==> src/ppstart_defs.svh <==
`ifndef PPSTART_DEFS_SVH
`define PPSTART_DEFS_SVH

// ----------------------------------------------------------------------
// Register map
// ----------------------------------------------------------------------
`define CW_ADDR          16'h6040
`define STAT_ADDR        16'h6044
`define CW_RESET         16'h0000

// ----------------------------------------------------------------------
// Control word bit positions
// ----------------------------------------------------------------------
`define CW_START_BIT     4
`define CW_IMMED_BIT     5
`define CW_REL_BIT       6
`define CW_HALT_BIT      8
`define CW_ORIGIN_BIT    12
`define CW_PUSH_BIT      13
`define CW_WRAP_BIT      14

// ----------------------------------------------------------------------
// Status register bit positions
// ----------------------------------------------------------------------
`define ST_READY_BIT     0
`define ST_ACK_BIT       1
`define ST_BUSY_BIT      2
`define ST_PEND_BIT      3
`define ST_REJECT_BIT    4

// ----------------------------------------------------------------------
// Timing
// ----------------------------------------------------------------------
`define HALT_SETTLE_CYC  2'd2

`endif

==> src/ppstart_pkg.sv <==
package ppstart_pkg;

  // --------------------------------------------------------------------
  // Types
  // --------------------------------------------------------------------
  typedef enum logic {ST_IDLE, ST_MOVING} run_e;

  // One positioning command as handed to the motion engine
  typedef struct packed {
    logic        wrap;
    logic        push;
    logic        origin;
    logic        relative;
    logic [31:0] target;
  } cmd_s;

endpackage : ppstart_pkg

==> src/profile_position_start_control.sv <==
// The plain strobed port was left to the implementer.
`timescale 1ns/10ps
`include "ppstart_defs.svh"

// Functional notes
// - Bit6 low: target is absolute
// - Bit6 high: target is travel amount
// - Buffered: store new command, run after completion
// - Immediate: new command replaces running one
// - Start on bit4 rising edge
// - Start too soon after halt ignored
// - Reject start on halt, stop, not enabled
module profile_position_start_control
(
  // Clock and reset
  input  wire logic               CLOCK,
  input  wire logic               RESET,
  // Register port
  input  wire logic [15:0]        ADDR,
  input  wire logic [15:0]        WDATA,
  input  wire logic               WR,
  input  wire logic               RD,
  output logic      [15:0]        RDATA,
  // Drive context
  input  wire logic               COMM_TICK,
  input  wire logic               STOP_IN,
  input  wire logic               OP_ENABLED,
  input  wire logic [31:0]        TARGET_POS,
  input  wire logic               MOTION_DONE,
  // Command to motion engine
  output logic                    START,
  output logic                    REPLACE,
  output ppstart_pkg::cmd_s       CMD,
  output logic                    BUSY,
  output logic                    SETPOINT_ACK
);

  // --------------------------------------------------------------------
  // Declarations
  // --------------------------------------------------------------------
  logic [15:0]        cw_r;
  logic               start_prev_r;
  logic               settled;
  logic               start_edge;
  logic               accept;
  ppstart_pkg::run_e  run_r;
  ppstart_pkg::cmd_s  pend_cmd_r;
  logic               pend_r;
  logic               reject_r;
  logic               start_r;
  logic               replace_r;
  ppstart_pkg::cmd_s  cmd_r;
  logic               ack_r;
  logic [15:0]        rdata_r;
  logic [15:0]        rdata_nxt;

  // Build a command from control word and target value
  function automatic ppstart_pkg::cmd_s make_cmd
  (
    input logic [15:0] cw,
    input logic [31:0] target
  );
    ppstart_pkg::cmd_s c;
    c.wrap     = cw[`CW_WRAP_BIT];
    c.push     = cw[`CW_PUSH_BIT];
    c.origin   = cw[`CW_ORIGIN_BIT];
    c.relative = cw[`CW_REL_BIT];
    c.target   = target;
    return c;
  endfunction : make_cmd

  // --------------------------------------------------------------------
  // Control word register
  // --------------------------------------------------------------------

  // Written by the master once per communication cycle
  always_ff @(posedge CLOCK or posedge RESET)
  begin
    if (RESET)
      cw_r <= `CW_RESET;
    else if (WR && (ADDR == `CW_ADDR))
      cw_r <= WDATA;
  end

  // --------------------------------------------------------------------
  // Start request qualification
  // --------------------------------------------------------------------

  // Previous start bit for edge detection
  always_ff @(posedge CLOCK or posedge RESET)
  begin
    if (RESET)
      start_prev_r <= 1'b0;
    else
      start_prev_r <= cw_r[`CW_START_BIT];
  end

  // Halt release needs settling time before a start counts
  halt_settle u_settle
  (
    .clk       (CLOCK),
    .rst       (RESET),
    .halt      (cw_r[`CW_HALT_BIT]),
    .comm_tick (COMM_TICK),
    .settled   (settled)
  );

  // Only a 0-to-1 change starts; a held level does nothing
  assign start_edge = cw_r[`CW_START_BIT] && !start_prev_r;

  // Settled also implies halt is low
  assign accept = start_edge && settled && !STOP_IN
                  && OP_ENABLED;

  // Record rejected edges for software visibility
  always_ff @(posedge CLOCK or posedge RESET)
  begin
    if (RESET)
      reject_r <= 1'b0;
    else if (start_edge)
      reject_r <= !accept;
  end

  // --------------------------------------------------------------------
  // Run state and buffered command
  // --------------------------------------------------------------------

  // Idle until started, moving until done with nothing pending or operation enabled lost
  always_ff @(posedge CLOCK or posedge RESET)
  begin
    if (RESET)
      run_r <= ppstart_pkg::ST_IDLE;
    else
    begin
      unique case (run_r)
        ppstart_pkg::ST_IDLE:
        begin
          if (accept)
            run_r <= ppstart_pkg::ST_MOVING;
        end
        ppstart_pkg::ST_MOVING:
        begin
          if (!OP_ENABLED)
            run_r <= ppstart_pkg::ST_IDLE;
          else if (MOTION_DONE && !pend_r && !accept)
            run_r <= ppstart_pkg::ST_IDLE;
        end
      endcase
    end
  end

  // Buffered mode keeps one command waiting; a newer one overwrites it
  always_ff @(posedge CLOCK or posedge RESET)
  begin
    if (RESET)
    begin
      pend_r     <= 1'b0;
      pend_cmd_r <= '0;
    end
    else if (!OP_ENABLED)
      pend_r <= 1'b0;
    else if (accept && (run_r == ppstart_pkg::ST_MOVING)
             && !cw_r[`CW_IMMED_BIT] && !(MOTION_DONE && !pend_r))
    begin
      pend_r     <= 1'b1;
      pend_cmd_r <= make_cmd(cw_r, TARGET_POS);
    end
    else if (MOTION_DONE && (run_r == ppstart_pkg::ST_MOVING))
      pend_r <= 1'b0;
  end

  // --------------------------------------------------------------------
  // Command outputs
  // --------------------------------------------------------------------

  // Start pulse: fresh start, immediate replace, or queued one on done
  always_ff @(posedge CLOCK or posedge RESET)
  begin
    if (RESET)
    begin
      start_r   <= 1'b0;
      replace_r <= 1'b0;
      cmd_r     <= '0;
    end
    else
    begin
      start_r   <= 1'b0;
      replace_r <= 1'b0;
      if (accept && (run_r == ppstart_pkg::ST_IDLE))
      begin
        start_r <= 1'b1;
        cmd_r   <= make_cmd(cw_r, TARGET_POS);
      end
      else if (accept && cw_r[`CW_IMMED_BIT])
      begin
        start_r   <= 1'b1;
        replace_r <= 1'b1;
        cmd_r     <= make_cmd(cw_r, TARGET_POS);
      end
      // Empty queue and the move ends now: storing would strand it
      else if (accept && MOTION_DONE && !pend_r)
      begin
        start_r <= 1'b1;
        cmd_r   <= make_cmd(cw_r, TARGET_POS);
      end
      else if (MOTION_DONE && pend_r && OP_ENABLED
               && (run_r == ppstart_pkg::ST_MOVING))
      begin
        start_r <= 1'b1;
        cmd_r   <= pend_cmd_r;
      end
    end
  end

  // Acknowledge follows start bit and drops outside operation enabled
  always_ff @(posedge CLOCK or posedge RESET)
  begin
    if (RESET)
      ack_r <= 1'b0;
    else if (!cw_r[`CW_START_BIT] || !OP_ENABLED)
      ack_r <= 1'b0;
    else if (accept)
      ack_r <= 1'b1;
  end

  // --------------------------------------------------------------------
  // Register read port
  // --------------------------------------------------------------------

  // Unmapped addresses read zero
  always_comb
  begin
    rdata_nxt = 16'h0000;
    if (ADDR == `CW_ADDR)
      rdata_nxt = cw_r;
    else if (ADDR == `STAT_ADDR)
    begin
      rdata_nxt[`ST_READY_BIT]  = settled;
      rdata_nxt[`ST_ACK_BIT]    = ack_r;
      rdata_nxt[`ST_BUSY_BIT]   = (run_r == ppstart_pkg::ST_MOVING);
      rdata_nxt[`ST_PEND_BIT]   = pend_r;
      rdata_nxt[`ST_REJECT_BIT] = reject_r;
    end
  end

  // Data valid only in the cycle after the read strobe
  always_ff @(posedge CLOCK or posedge RESET)
  begin
    if (RESET)
      rdata_r <= 16'h0000;
    else if (RD)
      rdata_r <= rdata_nxt;
    else
      rdata_r <= 16'h0000;
  end

  // --------------------------------------------------------------------
  // Output drive
  // --------------------------------------------------------------------
  assign RDATA        = rdata_r;
  assign START        = start_r;
  assign REPLACE      = replace_r;
  assign CMD          = cmd_r;
  assign BUSY         = (run_r == ppstart_pkg::ST_MOVING);
  assign SETPOINT_ACK = ack_r;

endmodule : profile_position_start_control

==> src/halt_settle.sv <==
`timescale 1ns/10ps
`include "ppstart_defs.svh"

// Counts communication cycles since halt was released
module halt_settle
(
  // Clock and reset
  input  wire logic clk,
  input  wire logic rst,
  // Control
  input  wire logic halt,
  input  wire logic comm_tick,
  // Result
  output logic      settled
);

  logic [1:0] count_r;

  // Restart the count on halt, saturate once settled
  always_ff @(posedge clk or posedge rst)
  begin
    if (rst)
      count_r <= `HALT_SETTLE_CYC;
    else if (halt)
      count_r <= 2'd0;
    else if (comm_tick && (count_r != `HALT_SETTLE_CYC))
      count_r <= count_r + 2'd1;
  end

  assign settled = !halt && (count_r == `HALT_SETTLE_CYC);

endmodule : halt_settle

==> config.mk <==
export PLATFORM = sky130hd
export DESIGN_NAME = profile_position_start_control
export DESIGN_NICKNAME = d
export VERILOG_FILES = /design/src/ppstart_pkg.sv /design/src/profile_position_start_control.sv /design/src/halt_settle.sv
export VERILOG_INCLUDE_DIRS = /design/src /design/src/src
export SDC_FILE = /design/constraint.sdc
export NUM_CORES = 1
export LEC_CHECK = 0
export BUFFER_PORTS_ARGS = -buffer_cell sky130_fd_sc_hd__buf_2
export CAP_MARGIN = 30
export CORE_UTILIZATION = 54
export CTS_BUF_LIST = sky130_fd_sc_hd__clkbuf_8
export DETAILED_ROUTE_END_ITERATION = 8
export GPL_TIMING_DRIVEN = 1
export HOLD_SLACK_MARGIN = 0.06
export PLACE_DENSITY_LB_ADDON = 0.25
export RECOVER_POWER = 100
export SYNTH_ARGS = -nofsm -noshare
export SYNTH_HDL_FRONTEND = slang
export SYNTH_HIERARCHICAL = 1
export SYNTH_SLANG_ARGS = --single-unit
==> constraint.sdc <==
create_clock -name CLOCK -period 4.1 [get_ports CLOCK]
set_input_delay 0.82 -clock CLOCK [delete_from_list [all_inputs] [get_ports CLOCK]]
set_output_delay 0.82 -clock CLOCK [all_outputs]
set_load 0.05 [all_outputs]
==> key figures, run 1 <==
Status
  • Status: finished with violations
  • Violated checks: max-capacitance violations, max-slew violations

Die
  • Count of boundary I/O pins: around 130
  • # rows: 34
  • Placeable core area: 8680 sq um
  • Initial core utilization: between 50% and 60%
  • Die X: about 97 um
  • Die area: a little over 9000 sq um
  • Die Y: between 90 and 100 um

STA
  • Fin. Hold Viols: 0
  • Count of final setup violators: 0
  • Fin Hold WS: about 0.24 ns
  • Final min period: approximately 3.2 ns
  • Period Utilization, post-route: 78.0%
  • Max Clk Rate: 313 MHz
  • Skew final: around 0.011 ns
  • Least-Margin Pin Slew: 2.65 ns
  • Setup_tns: 0 ns
  • Max_slew headroom: -76.9%
  • Final WS setup: between 0.9 and 1 ns
  • RSZ-0062 raised after global routing: no
  • Slew Viols, Final: 89

Placement
  • Port Buffer Count: 127
  • Detailed Place HPWL: about 5900 um
  • Placed instance area: ~5500 sq um
  • Gpl congestion: approximately 0.72
  • Placed insts: approximately 530
  • Pre-CTS WS: ~1.4 ns

Yosys
  • Yosys reg bits: 113
  • Sequential share of the synthesized area: between 50% and 60%
  • Synthesized cell area: roughly 4800 sq um
  • Cells after Synth: roughly 300
  • Yosys warnings: 6
  • Syn_nets: between 300 and 400
  • Area leader, netlist: dfrtp_1
  • Multiplexer area fraction after synthesis: a little under a third
  • Main combinational cell family by area after synthesis: multiplexers
  • Synth area leaders: dfrtp_1 58%, mux2_2 25%, mux2_4 3.7%
  • Simple logic cell fraction of the synthesized area: between 6 and 7%
  • Synth top area share: approximately 58%
  • Synth unique cells: 33
  • Synth Area in XOR/XNOR: 0%
  • Post-Synth Adder-Cell Area: less than 1%
  • Synth Area in Compound Gates: under 10%
  • Syn Area/Cell: around 16 sq um

Detailed routing
  • Routed len/inst: 15.9 um
  • # DRC: 0
  • Post-route ant nets: 0
  • Initial DRC count: 40
  • Vias/cell: between 5 and 6
  • Total Wirelength: ~9000 um
  • First-pass DRT Iterations: 6
  • Via count: just under 3000

Global route
  • GR Util All Layers: between 20% and 30%
  • First-pass GRT wire length: between 15000 and 20000 um
  • Largest net degree at the start of global routing: just over 70
  • Initial antenna violation count: 0
  • Overflow after GRT: 0
  • Vias in the first global route: around 3200

Clocking
  • Clock Sinks: about 110
  • Clk Latency, worst-skew pair: roughly 0.42 ns
  • Htree depth: 4
  • Clk root buf: clkbuf_8
  • Setup bufs post-CTS: 0
  • CTS tree: done
  • CTS resizes: 0
  • CTS Buffer Depth: 2
  • Worst-path clk slew: about 0.060 ns
  • CTS Buf Count: 17
  • # hold bufs at CTS: 0

Finish
  • Inserted Diodes: 0
  • Syn-to-layout area delta: 17.8%
  • Post-layout nets: roughly 520
  • Layout cell share with drive strength beyond 1: approximately 48%
  • Final Cell Area: approximately 5700 sq um
  • Final std cells w/o fill: 564

Power
  • Peak supply drop: a little under 0.0002 V
  • Pwr dens: roughly 380 nW/um^2
  • Leak: around 3.0 nW

Setup path
  • Setup CP Type: register to register
  • CP max FO: 29
  • WP data arrival: between 3 and 4 ns
  • CP Data Required Time: 4.39 ns
  • Startpoint class of the critical path: register
  • Crit end category: register

Hold path
  • Hold Crit Class: input port to asynchronous set/reset pin

Run
  • MaxCap Viol Count: 2
sequential cells by signal (all words and copies together) (netlist names), 2 cells and up:
register / flops
cw_r: 16
RDATA: 16
u_settle/count_r: 2
pend_cmd_r: 36
CMD: 36
critical path: stages, from the launching register on:
cell and delay, ns:
dfstp_2 0.53, ha_1 0.15, nor2b_1 0.18, nand4b_1 0.24
nor3_1 1.03, buf_4 0.53, mux2_2 0.40
logic make-up after synthesis:
family                   after synthesis
AO/OA/AOI/OAI                         10
adder cells (fa/ha/maj)                1
buffers and inverters                 17
flip-flops                           113
multiplexers                         126
AND/OR/NAND/NOR                       37
cell usage after synthesis:
library cell / count
dfrtp_1: 112
mux2_2: 107
mux2_4: 12
and2_1: 11
buf_6: 7
mux2_1: 7
a22o_1: 5
inv_1: 5
nand2_1: 4
nor2_1: 4
buf_2: 3
nor2b_1: 3
nand4_1: 2
nor4_4: 2
o21ai_0: 2
a31o_2: 1
and2b_1: 1
and4bb_2: 1
buf_12: 1
clkbuf_1: 1
dfstp_2: 1
ha_1: 1
nand2b_1: 1
nand3_1: 1
nand4_4: 1
nand4b_4: 1
nor2b_4: 1
nor3_4: 1
nor3b_1: 1
nor3b_2: 1
nor3b_4: 1
o21a_1: 1
o21ba_2: 1
routing by layer:
layer / vias up / share of wire (%) / wire length [um] / track usage (%)
met5: - / 0 / 0 / 0
li1: 1365 / - / - / -
met1: 1491 / 43 / 3840 / 26.3
met2: 97 / 50 / 4440 / 34.0
met4: 0 / 1.5 / 131 / 7.35
met3: 16 / 6.1 / 550 / 7.23
per-stage QoR:
step           util, %  power [mW]
3_3_place_gp      63.8        1.29
4_1_cts           67.8        2.22
5_1_grt           65.7        2.27
2_1_floorplan        -        1.24
6_report          65.7        2.17
3_5_place_dp      63.8        1.30
cells in the final DEF, fill, tap and decap left out, types with 5 or more instances in the layout:
cell type	synthesis	layout
clkbuf_1	1	58
inv_1	5	8
clkbuf_8	0	18
buf_2	3	70
mux2_1	7	17
dfrtp_1	112	112
a22o_1	5	5
clkinv_2	0	6
mux2_2	107	106
and2_0	0	10
layout make-up:
class	instances	area [sq um]
Fill cell	703	2980
Clock inverter	14	101
Timing Repair Buffer	132	596
Clock buffer	18	248
Multi-Input combinational cell	174	1780
Tap cell	108	135
Inverter	5	18.8
Sequential cell	113	2830
worst paths after layout:
kind,startpoint,endpoint,slack [ns],cells after the start
worst max-delay path,u_settle/count_r[1],pend_cmd_r[27],0.90,6
worst min-delay path,RESET,u_settle/count_r[0],0.24,2
worst max register to register,u_settle/count_r[1],pend_cmd_r[27],0.90,6
worst min register to register,cw_r[4],start_prev_r,0.45,0
max in group asynchronous,RESET,BUSY,1.26,2
min in group CLOCK,cw_r[4],start_prev_r,0.45,0
where the power goes:
group | internal [mW] | leakage [nW] | switching, mW
sequential | 1.13 | 1.57 | 0.00631
clock | 0.479 | 0.184 | 0.434
combinational | 0.0607 | 1.22 | 0.0634
No activity file was read; power rests on OpenSTA's default activity.
==> run 2: changes to the inputs <==
Clock period 4.1 ns to 3 ns, I/O delays scaled along.
==> run 2 against run 1 <==
Compared with the run above: the flow now finishes without violations; combinational power rose by 41%; critical path depth stayed put; critical endpoint is now CMD[8]; cell count is 0.35% higher; routed wire length is 0.87% lower; worst setup slack worse by 0.39 ns.
==> key figures, run 2 (synthesis gave the netlist of run 1 again) <==
Power
  • Total power: 3.07 mW (+41%)
  • Pwr dens: 530 nW/um^2 (+39%)
  • Peak supply drop: 0.000340 V (+75%)
  • Leak: 2.99 nW (+0.31%)

STA
  • Fin Hold WS: 0.393 ns (+0.155 ns)
  • Final min period: 2.49 ns (-0.711 ns)
  • Fin. Hold Viols: 0 (unchanged)
  • Slew Viols, Final: 0 (-100%)
  • Period Utilization, post-route: 82.9% (+4.9 points)
  • Skew final: 0.0136 ns (+0.00279 ns)
  • Max_slew headroom: 22.0% (+99 points)
  • Max Clk Rate: 402 MHz (+29%)
  • Setup_tns: 0 ns (unchanged)
  • Least-Margin Pin Slew: 1.16 ns (-1.49 ns)
  • Count of final setup violators: 0 (unchanged)
  • RSZ-0062 raised after global routing: no

Global route
  • Overflow after GRT: 0 (unchanged)
  • First-pass GRT wire length: 14900 um (-2.7%)
  • Largest net degree at the start of global routing: 88 (+22%)
  • Initial antenna violation count: 0 (unchanged)
  • GR Util All Layers: 20.6% (-0.38 points)
  • Vias in the first global route: 3127 (-1.8%)

Clocking
  • Worst-path clk slew: 0.07 ns (about the same)
  • CTS tree: done
  • Clk root buf: clkbuf_8
  • Clk Latency, worst-skew pair: 0.43 ns (about the same)
  • # hold bufs at CTS: 1 (+1)
  • Setup bufs post-CTS: 0 (unchanged)
  • Clock Sinks: 113 (unchanged)
  • CTS resizes: 0 (unchanged)
  • CTS Buf Count: 17 (unchanged)
  • CTS Buffer Depth: 2 (unchanged)
  • Htree depth: 4 (unchanged)

Finish
  • Layout cell share with drive strength beyond 1: 48.7% (+0.88 points)
  • Syn-to-layout area delta: 19.5%
  • Post-layout nets: 518 (+0.39%)
  • Commonest non-fill, non-tap cells in the layout: 112 x dfrtp_1, 107 x mux2_2, 70 x buf_2
  • Inserted Diodes: 0 (unchanged)
  • Fillers: 676 (-3.8%)
  • Final std cells w/o fill: 566 (+0.35%)
  • Commonest non-fill, non-tap cell in the layout: dfrtp_1
  • Final Cell Area: 5780 sq um (+1.4%)

Die
  • Count of boundary I/O pins: 128 (unchanged)
  • Placeable core area: 8680 sq um (unchanged)
  • Initial core utilization: 55.8% (unchanged)
  • Die area: 9350 sq um (unchanged)
  • Die X: 96.7 um (unchanged)
  • Die Y: 96.7 um (unchanged)
  • # rows: 34 (unchanged)

Detailed routing
  • Vias/cell: 5.10 (-3.0%)
  • Post-route ant nets: 0 (unchanged)
  • Via count: 2889 (-2.7%)
  • Initial DRC count: 65 (+63%)
  • Total Wirelength: 8880 um (-0.87%)
  • # DRC: 0 (unchanged)
  • First-pass DRT Iterations: 3 (-3)
  • Routed len/inst: 15.7 um (-1.2%)

Setup path
  • Setup CP Type: register to register
  • WP data arrival: 2.79 ns (-0.70 ns)
  • CP Data Required Time: 3.31 ns (-1.08 ns)
  • Startpoint class of the critical path: register
  • CP max FO: 37 (+28%)
  • Crit end category: register

Hold path
  • Hold Crit Class: input port to register

Placement
  • Port Buffer Count: 127 (unchanged)
  • Placed instance area: 5580 sq um (+0.84%)
  • Gpl congestion: 0.739 (+2.3%)
  • Detailed Place HPWL: 5750 um (-2.7%)
  • Placed insts: 533 (+0.19%)

Status
  • Status: finished, final reports clean

Run
  • MaxCap Viol Count: 0 (-2)
-- run 2: layout make-up --
type                            count  area [sq um]  area share, %
Multi-Input combinational cell    174          1790           30.9
Clock inverter                     15           146           2.53
Tap cell                          108           135           2.34
Clock buffer                       17           234           4.04
Inverter                            5          20.0          0.346
Sequential cell                   113          2830           48.9
Timing Repair Buffer              134           633           10.9
-- run 2: critical path: stages, from the launching register on --
cell and delay (ns):
dfstp_2 0.53, ha_1 0.15, nor2b_1 0.22, nand4b_1 0.26, o21ba_1 0.29, clkbuf_4 0.50, mux2_2 0.41
-- run 2: where the power goes --
part           switching, mW  leakage, nW  internal (mW)
clock                  0.611        0.181          0.727
sequential            0.0101         1.57           1.54
combinational         0.0835         1.23         0.0910
-- run 2: worst paths after layout --
path / startpoint / to / slack [ns] / depth (start not counted)
max: u_settle/count_r[1] / CMD[8] / 0.51 / 6
min: WDATA[15] / cw_r[15] / 0.39 / 2
max reg2reg: u_settle/count_r[1] / CMD[8] / 0.51 / 6
min reg2reg: cw_r[4] / start_prev_r / 0.47 / 0
max in group asynchronous: RESET / CMD[7] / 1.11 / 4
min in group asynchronous: RESET / u_settle/count_r[0] / 0.57 / 3
-- run 2: metal layers --
layer / share of wire, % / track usage, % / vias up
li1: - / - / 1365
met1: 44 / 25.2 / 1411
met2: 49 / 33.5 / 95
met3: 5.1 / 6.21 / 18
met4: 1.8 / 9.99 / 0
met5: 0 / 0 / -
-- run 2: through the flow --
stage	utilization, %	setup WS, ns
final	66.7	0.512
after global routing	66.7	0.356
after CTS	68.8	0.671
after detailed placement	64.3	0.605
after global placement	64.3	0.653
after floorplan	-	0.838
==> run 3: changes to the inputs <==
Settings changed: ABC_AREA from default to 1.
Clock period 3 ns to 2.5 ns, I/O delays scaled along.
==> run 3 against run 2 <==
Compared with the run above: clock power is 38% higher; sequential power grew 20%; routed wire length up 28%; total power grew 28%; non-clock buffer count increased by 7; utilization increased by 1.3 points; worst hold slack got worse by 0.076 ns; combinational power grew 13%; cell area grew 2.0%; highest routed layer unchanged; critical endpoint is now CMD[24].
==> key figures, run 3 <==
STA
  • Fin. Hold Viols: 0 (unchanged)
  • Setup_tns: 0 ns (unchanged)
  • Final min period: 2.18 ns (-0.306 ns)
  • Skew final: 0.0105 ns (-0.00314 ns)
  • Least-Margin Pin Slew: 1.21 ns (+0.0423 ns)
  • Slew Viols, Final: 0 (unchanged)
  • Max_slew headroom: 19.2% (-2.8 points)
  • RSZ-0062 raised after global routing: no
  • Fin Hold WS: 0.316 ns (-0.0762 ns)
  • Max Clk Rate: 458 MHz (+14%)
  • Count of final setup violators: 0 (unchanged)
  • Period Utilization, post-route: 87.3% (+4.4 points)

Detailed routing
  • Initial DRC count: 253 (+290%)
  • WL met3: 761 um (+69%)
  • Met2 wire length: 5650 um (+31%)
  • Via count: 4229 (+46%)
  • First-pass DRT Iterations: 5 (+2)
  • Routed len/inst: 14.3 um (-9.1%)
  • Top Metal Used: met4
  • Total Wirelength: 11400 um (+28%)
  • Wire length on met1: 4880 um (+24%)
  • # DRC: 0 (unchanged)
  • Post-route ant nets: 0 (unchanged)
  • Vias/cell: 5.29 (+3.6%)

Clocking
  • # hold bufs at CTS: 1 (unchanged)
  • Clk root buf: clkbuf_8
  • Worst-path clk slew: 0.07 ns (about the same)
  • CTS resizes: 0 (unchanged)
  • Setup bufs post-CTS: 0 (unchanged)
  • Htree depth: 4 (unchanged)
  • CTS tree: done
  • Clock Sinks: 113 (unchanged)
  • Clk Latency, worst-skew pair: 0.42 ns (about the same)
  • CTS Buf Count: 17 (unchanged)
  • CTS Buffer Depth: 2 (unchanged)

Finish
  • Commonest non-fill, non-tap cells in the layout: 157 x nand2_1, 156 x nand3_1, 112 x dfrtp_1
  • Commonest non-fill, non-tap cell in the layout: nand2_1
  • Inserted Diodes: 0 (unchanged)
  • Post-layout nets: 752 (+45%)
  • Final Core Density: 68.0% (+1.3 points)
  • Layout cell share with drive strength beyond 1: 17.2% (-31 points)
  • Final Cell Area: 5900 sq um (+2.0%)
  • Syn-to-layout area delta: 22.5%

Die
  • Count of boundary I/O pins: 128 (unchanged)
  • Die X: 96.4 um (-0.27%)
  • Die Y: 96.4 um (-0.27%)
  • Initial core utilization: 55.5% (-0.30 points)
  • Placeable core area: 8680 sq um (unchanged)
  • Die area: 9290 sq um (-0.54%)
  • # rows: 34 (unchanged)

Setup path
  • WP data arrival: 2.47 ns (-0.32 ns)
  • Worst path cell trace: ha_1 > nand2_1 > inv_1 > nand3_1 > nor2_8 > nand2_2 > buf_4 > nand3_1 > nand3_1
  • Crit path launch: u_settle/count_r[1]
  • Slowest stage delay, CP: 0.53 ns (about the same)
  • Setup CP Type: register to register
  • Startpoint class of the critical path: register
  • CP max FO: 73 (+97%)
  • Most Frequent Cell on Critical Path: nand3_1
  • Slowest-stage cell, CP: dfstp_1
  • Crit-path leading delay family: simple AND/OR/NAND/NOR gates
  • R2r startpoint: u_settle/count_r[1]
  • Crit end category: register
  • CP Data Required Time: 2.79 ns (-0.52 ns)
  • Buf/Inv on CP: 2 (+1)

Yosys
  • Cells after Synth: 554 (+82%)
  • Sequential share of the synthesized area: 58.8% (+0.32 points)
  • Synth unique cells: 21 (-36%)
  • Synth top area share: 58.2% (+0.32 points)
  • Commonest cells in the netlist: 156 x nand2_1, 156 x nand3_1, 112 x dfrtp_1, 35 x inv_1, 21 x nor2_1
  • Syn Area/Cell: 8.69 sq um (-45%)
  • Yosys reg bits: 113 (unchanged)
  • Synthesized cell area: 4810 sq um (-0.54%)
  • Area leader, netlist: dfrtp_1
  • Asr flop ratio synth: 100% (unchanged)
  • Syn_nets: 627 (+66%)
  • Yosys warnings: 6 (unchanged)
  • Synth area leaders: dfrtp_1 58%, nand3_1 16%, nand2_1 12%
  • Synth Flop Type: dfrtp_1
  • Number of flops mapped to enable cells by yosys: 0 (unchanged)

Power
  • Peak supply drop: 0.000352 V (+3.6%)
  • Pwr dens: 663 nW/um^2 (+25%)
  • Total power: 3.91 mW (+28%)
  • Leak: 3.14 nW (+5.2%)

Placement
  • Gpl congestion: 0.786 (+6.4%)
  • Port Buffer Count: 127 (unchanged)
  • Placed instance area: 5550 sq um (-0.56%)
  • Detailed Place HPWL: 7430 um (+29%)

Global route
  • Vias in the first global route: 3779 (+21%)
  • Overflow after GRT: 0 (unchanged)
  • Initial antenna violation count: 0 (unchanged)
  • GR Util All Layers: 25.8% (+5.2 points)
  • Largest net degree at the start of global routing: 74 (-16%)
  • First-pass GRT wire length: 17800 um (+20%)

Hold path
  • Hold Path Origin: TARGET_POS[27]
  • Hold Crit Class: input port to register

Status
  • Status: finished, final reports clean

Run
  • MaxCap Viol Count: 0 (unchanged)
==> run 3: cell types whose count changed after synthesis, moves of 15 or more <==
cell / delta
nand3_1: +155
nand2_1: +152
mux2_2: -107
inv_1: +30
nor2_1: +17
nand4_1: +15
==> run 3: cells by family (layout without fill, tap and decap cells) <==
group           after synthesis  in the layout  synth area share, %
simple gates                357            357                 33.5
buf+inv                      73            211                 6.45
flops                       113            113                 58.8
compound gates               10             10                 1.04
fa+ha+maj                     1              1                0.260
==> run 3: layer usage <==
| metal | up-vias | GRT usage (%) |
|---|---|---|
| met5 | - | 0 |
| met4 | 0 | 8.46 |
| met3 | 12 | 7.04 |
| met2 | 147 | 40.2 |
| met1 | 2008 | 35.2 |
| li1 | 2062 | - |
==> run 3: cell type report <==
cell class                      count  area [sq um]
Sequential cell                   113          2830
Fill cell                         755          2780
Multi-Input combinational cell    368          1680
Timing Repair Buffer              141           684
Clock buffer                       19           262
Clock inverter                     13           168
Inverter                           38           144
Tap cell                          108           135
==> run 3: power by group <==
group	total, mW	leakage (nW)	switching [mW]	internal, mW
clock	1.85	0.224	0.728	1.12
combinational	0.198	1.35	0.119	0.0789
sequential	1.86	1.57	0.0126	1.85
total	3.91	3.14	0.860	3.05
==> run 3: stage by stage <==
stage	std cells	setup slack, ns
after CTS	800	0.342
after global routing	800	0.0958
after floorplan	554	0.657
final	800	0.317
after global placement	767	0.427
after detailed placement	767	0.377
==> run 3: worst register-to-register path: stages, from the launching register on <==
cell	delay, ns
dfstp_1	0.53
ha_1	0.16
nand2_1	0.09
inv_1	0.08
nand3_1	0.17
nor2_8	0.28
nand2_2	0.09
buf_4	0.33
nand3_1	0.23
nand3_1	0.09
==> run 3: path summary, 6_finish.rpt <==
| check | depth (start not counted) | slack [ns] | to |
|---|---|---|---|
| max in group asynchronous | 4 | 0.65 | pend_cmd_r[4] |
| min in group asynchronous | 3 | 0.50 | u_settle/count_r[0] |
| hold reg to reg | 0 | 0.43 | start_prev_r |
| setup / recovery | 9 | 0.32 | CMD[24] |
| setup reg to reg | 9 | 0.32 | CMD[24] |
| hold / removal | 3 | 0.32 | CMD[27] |
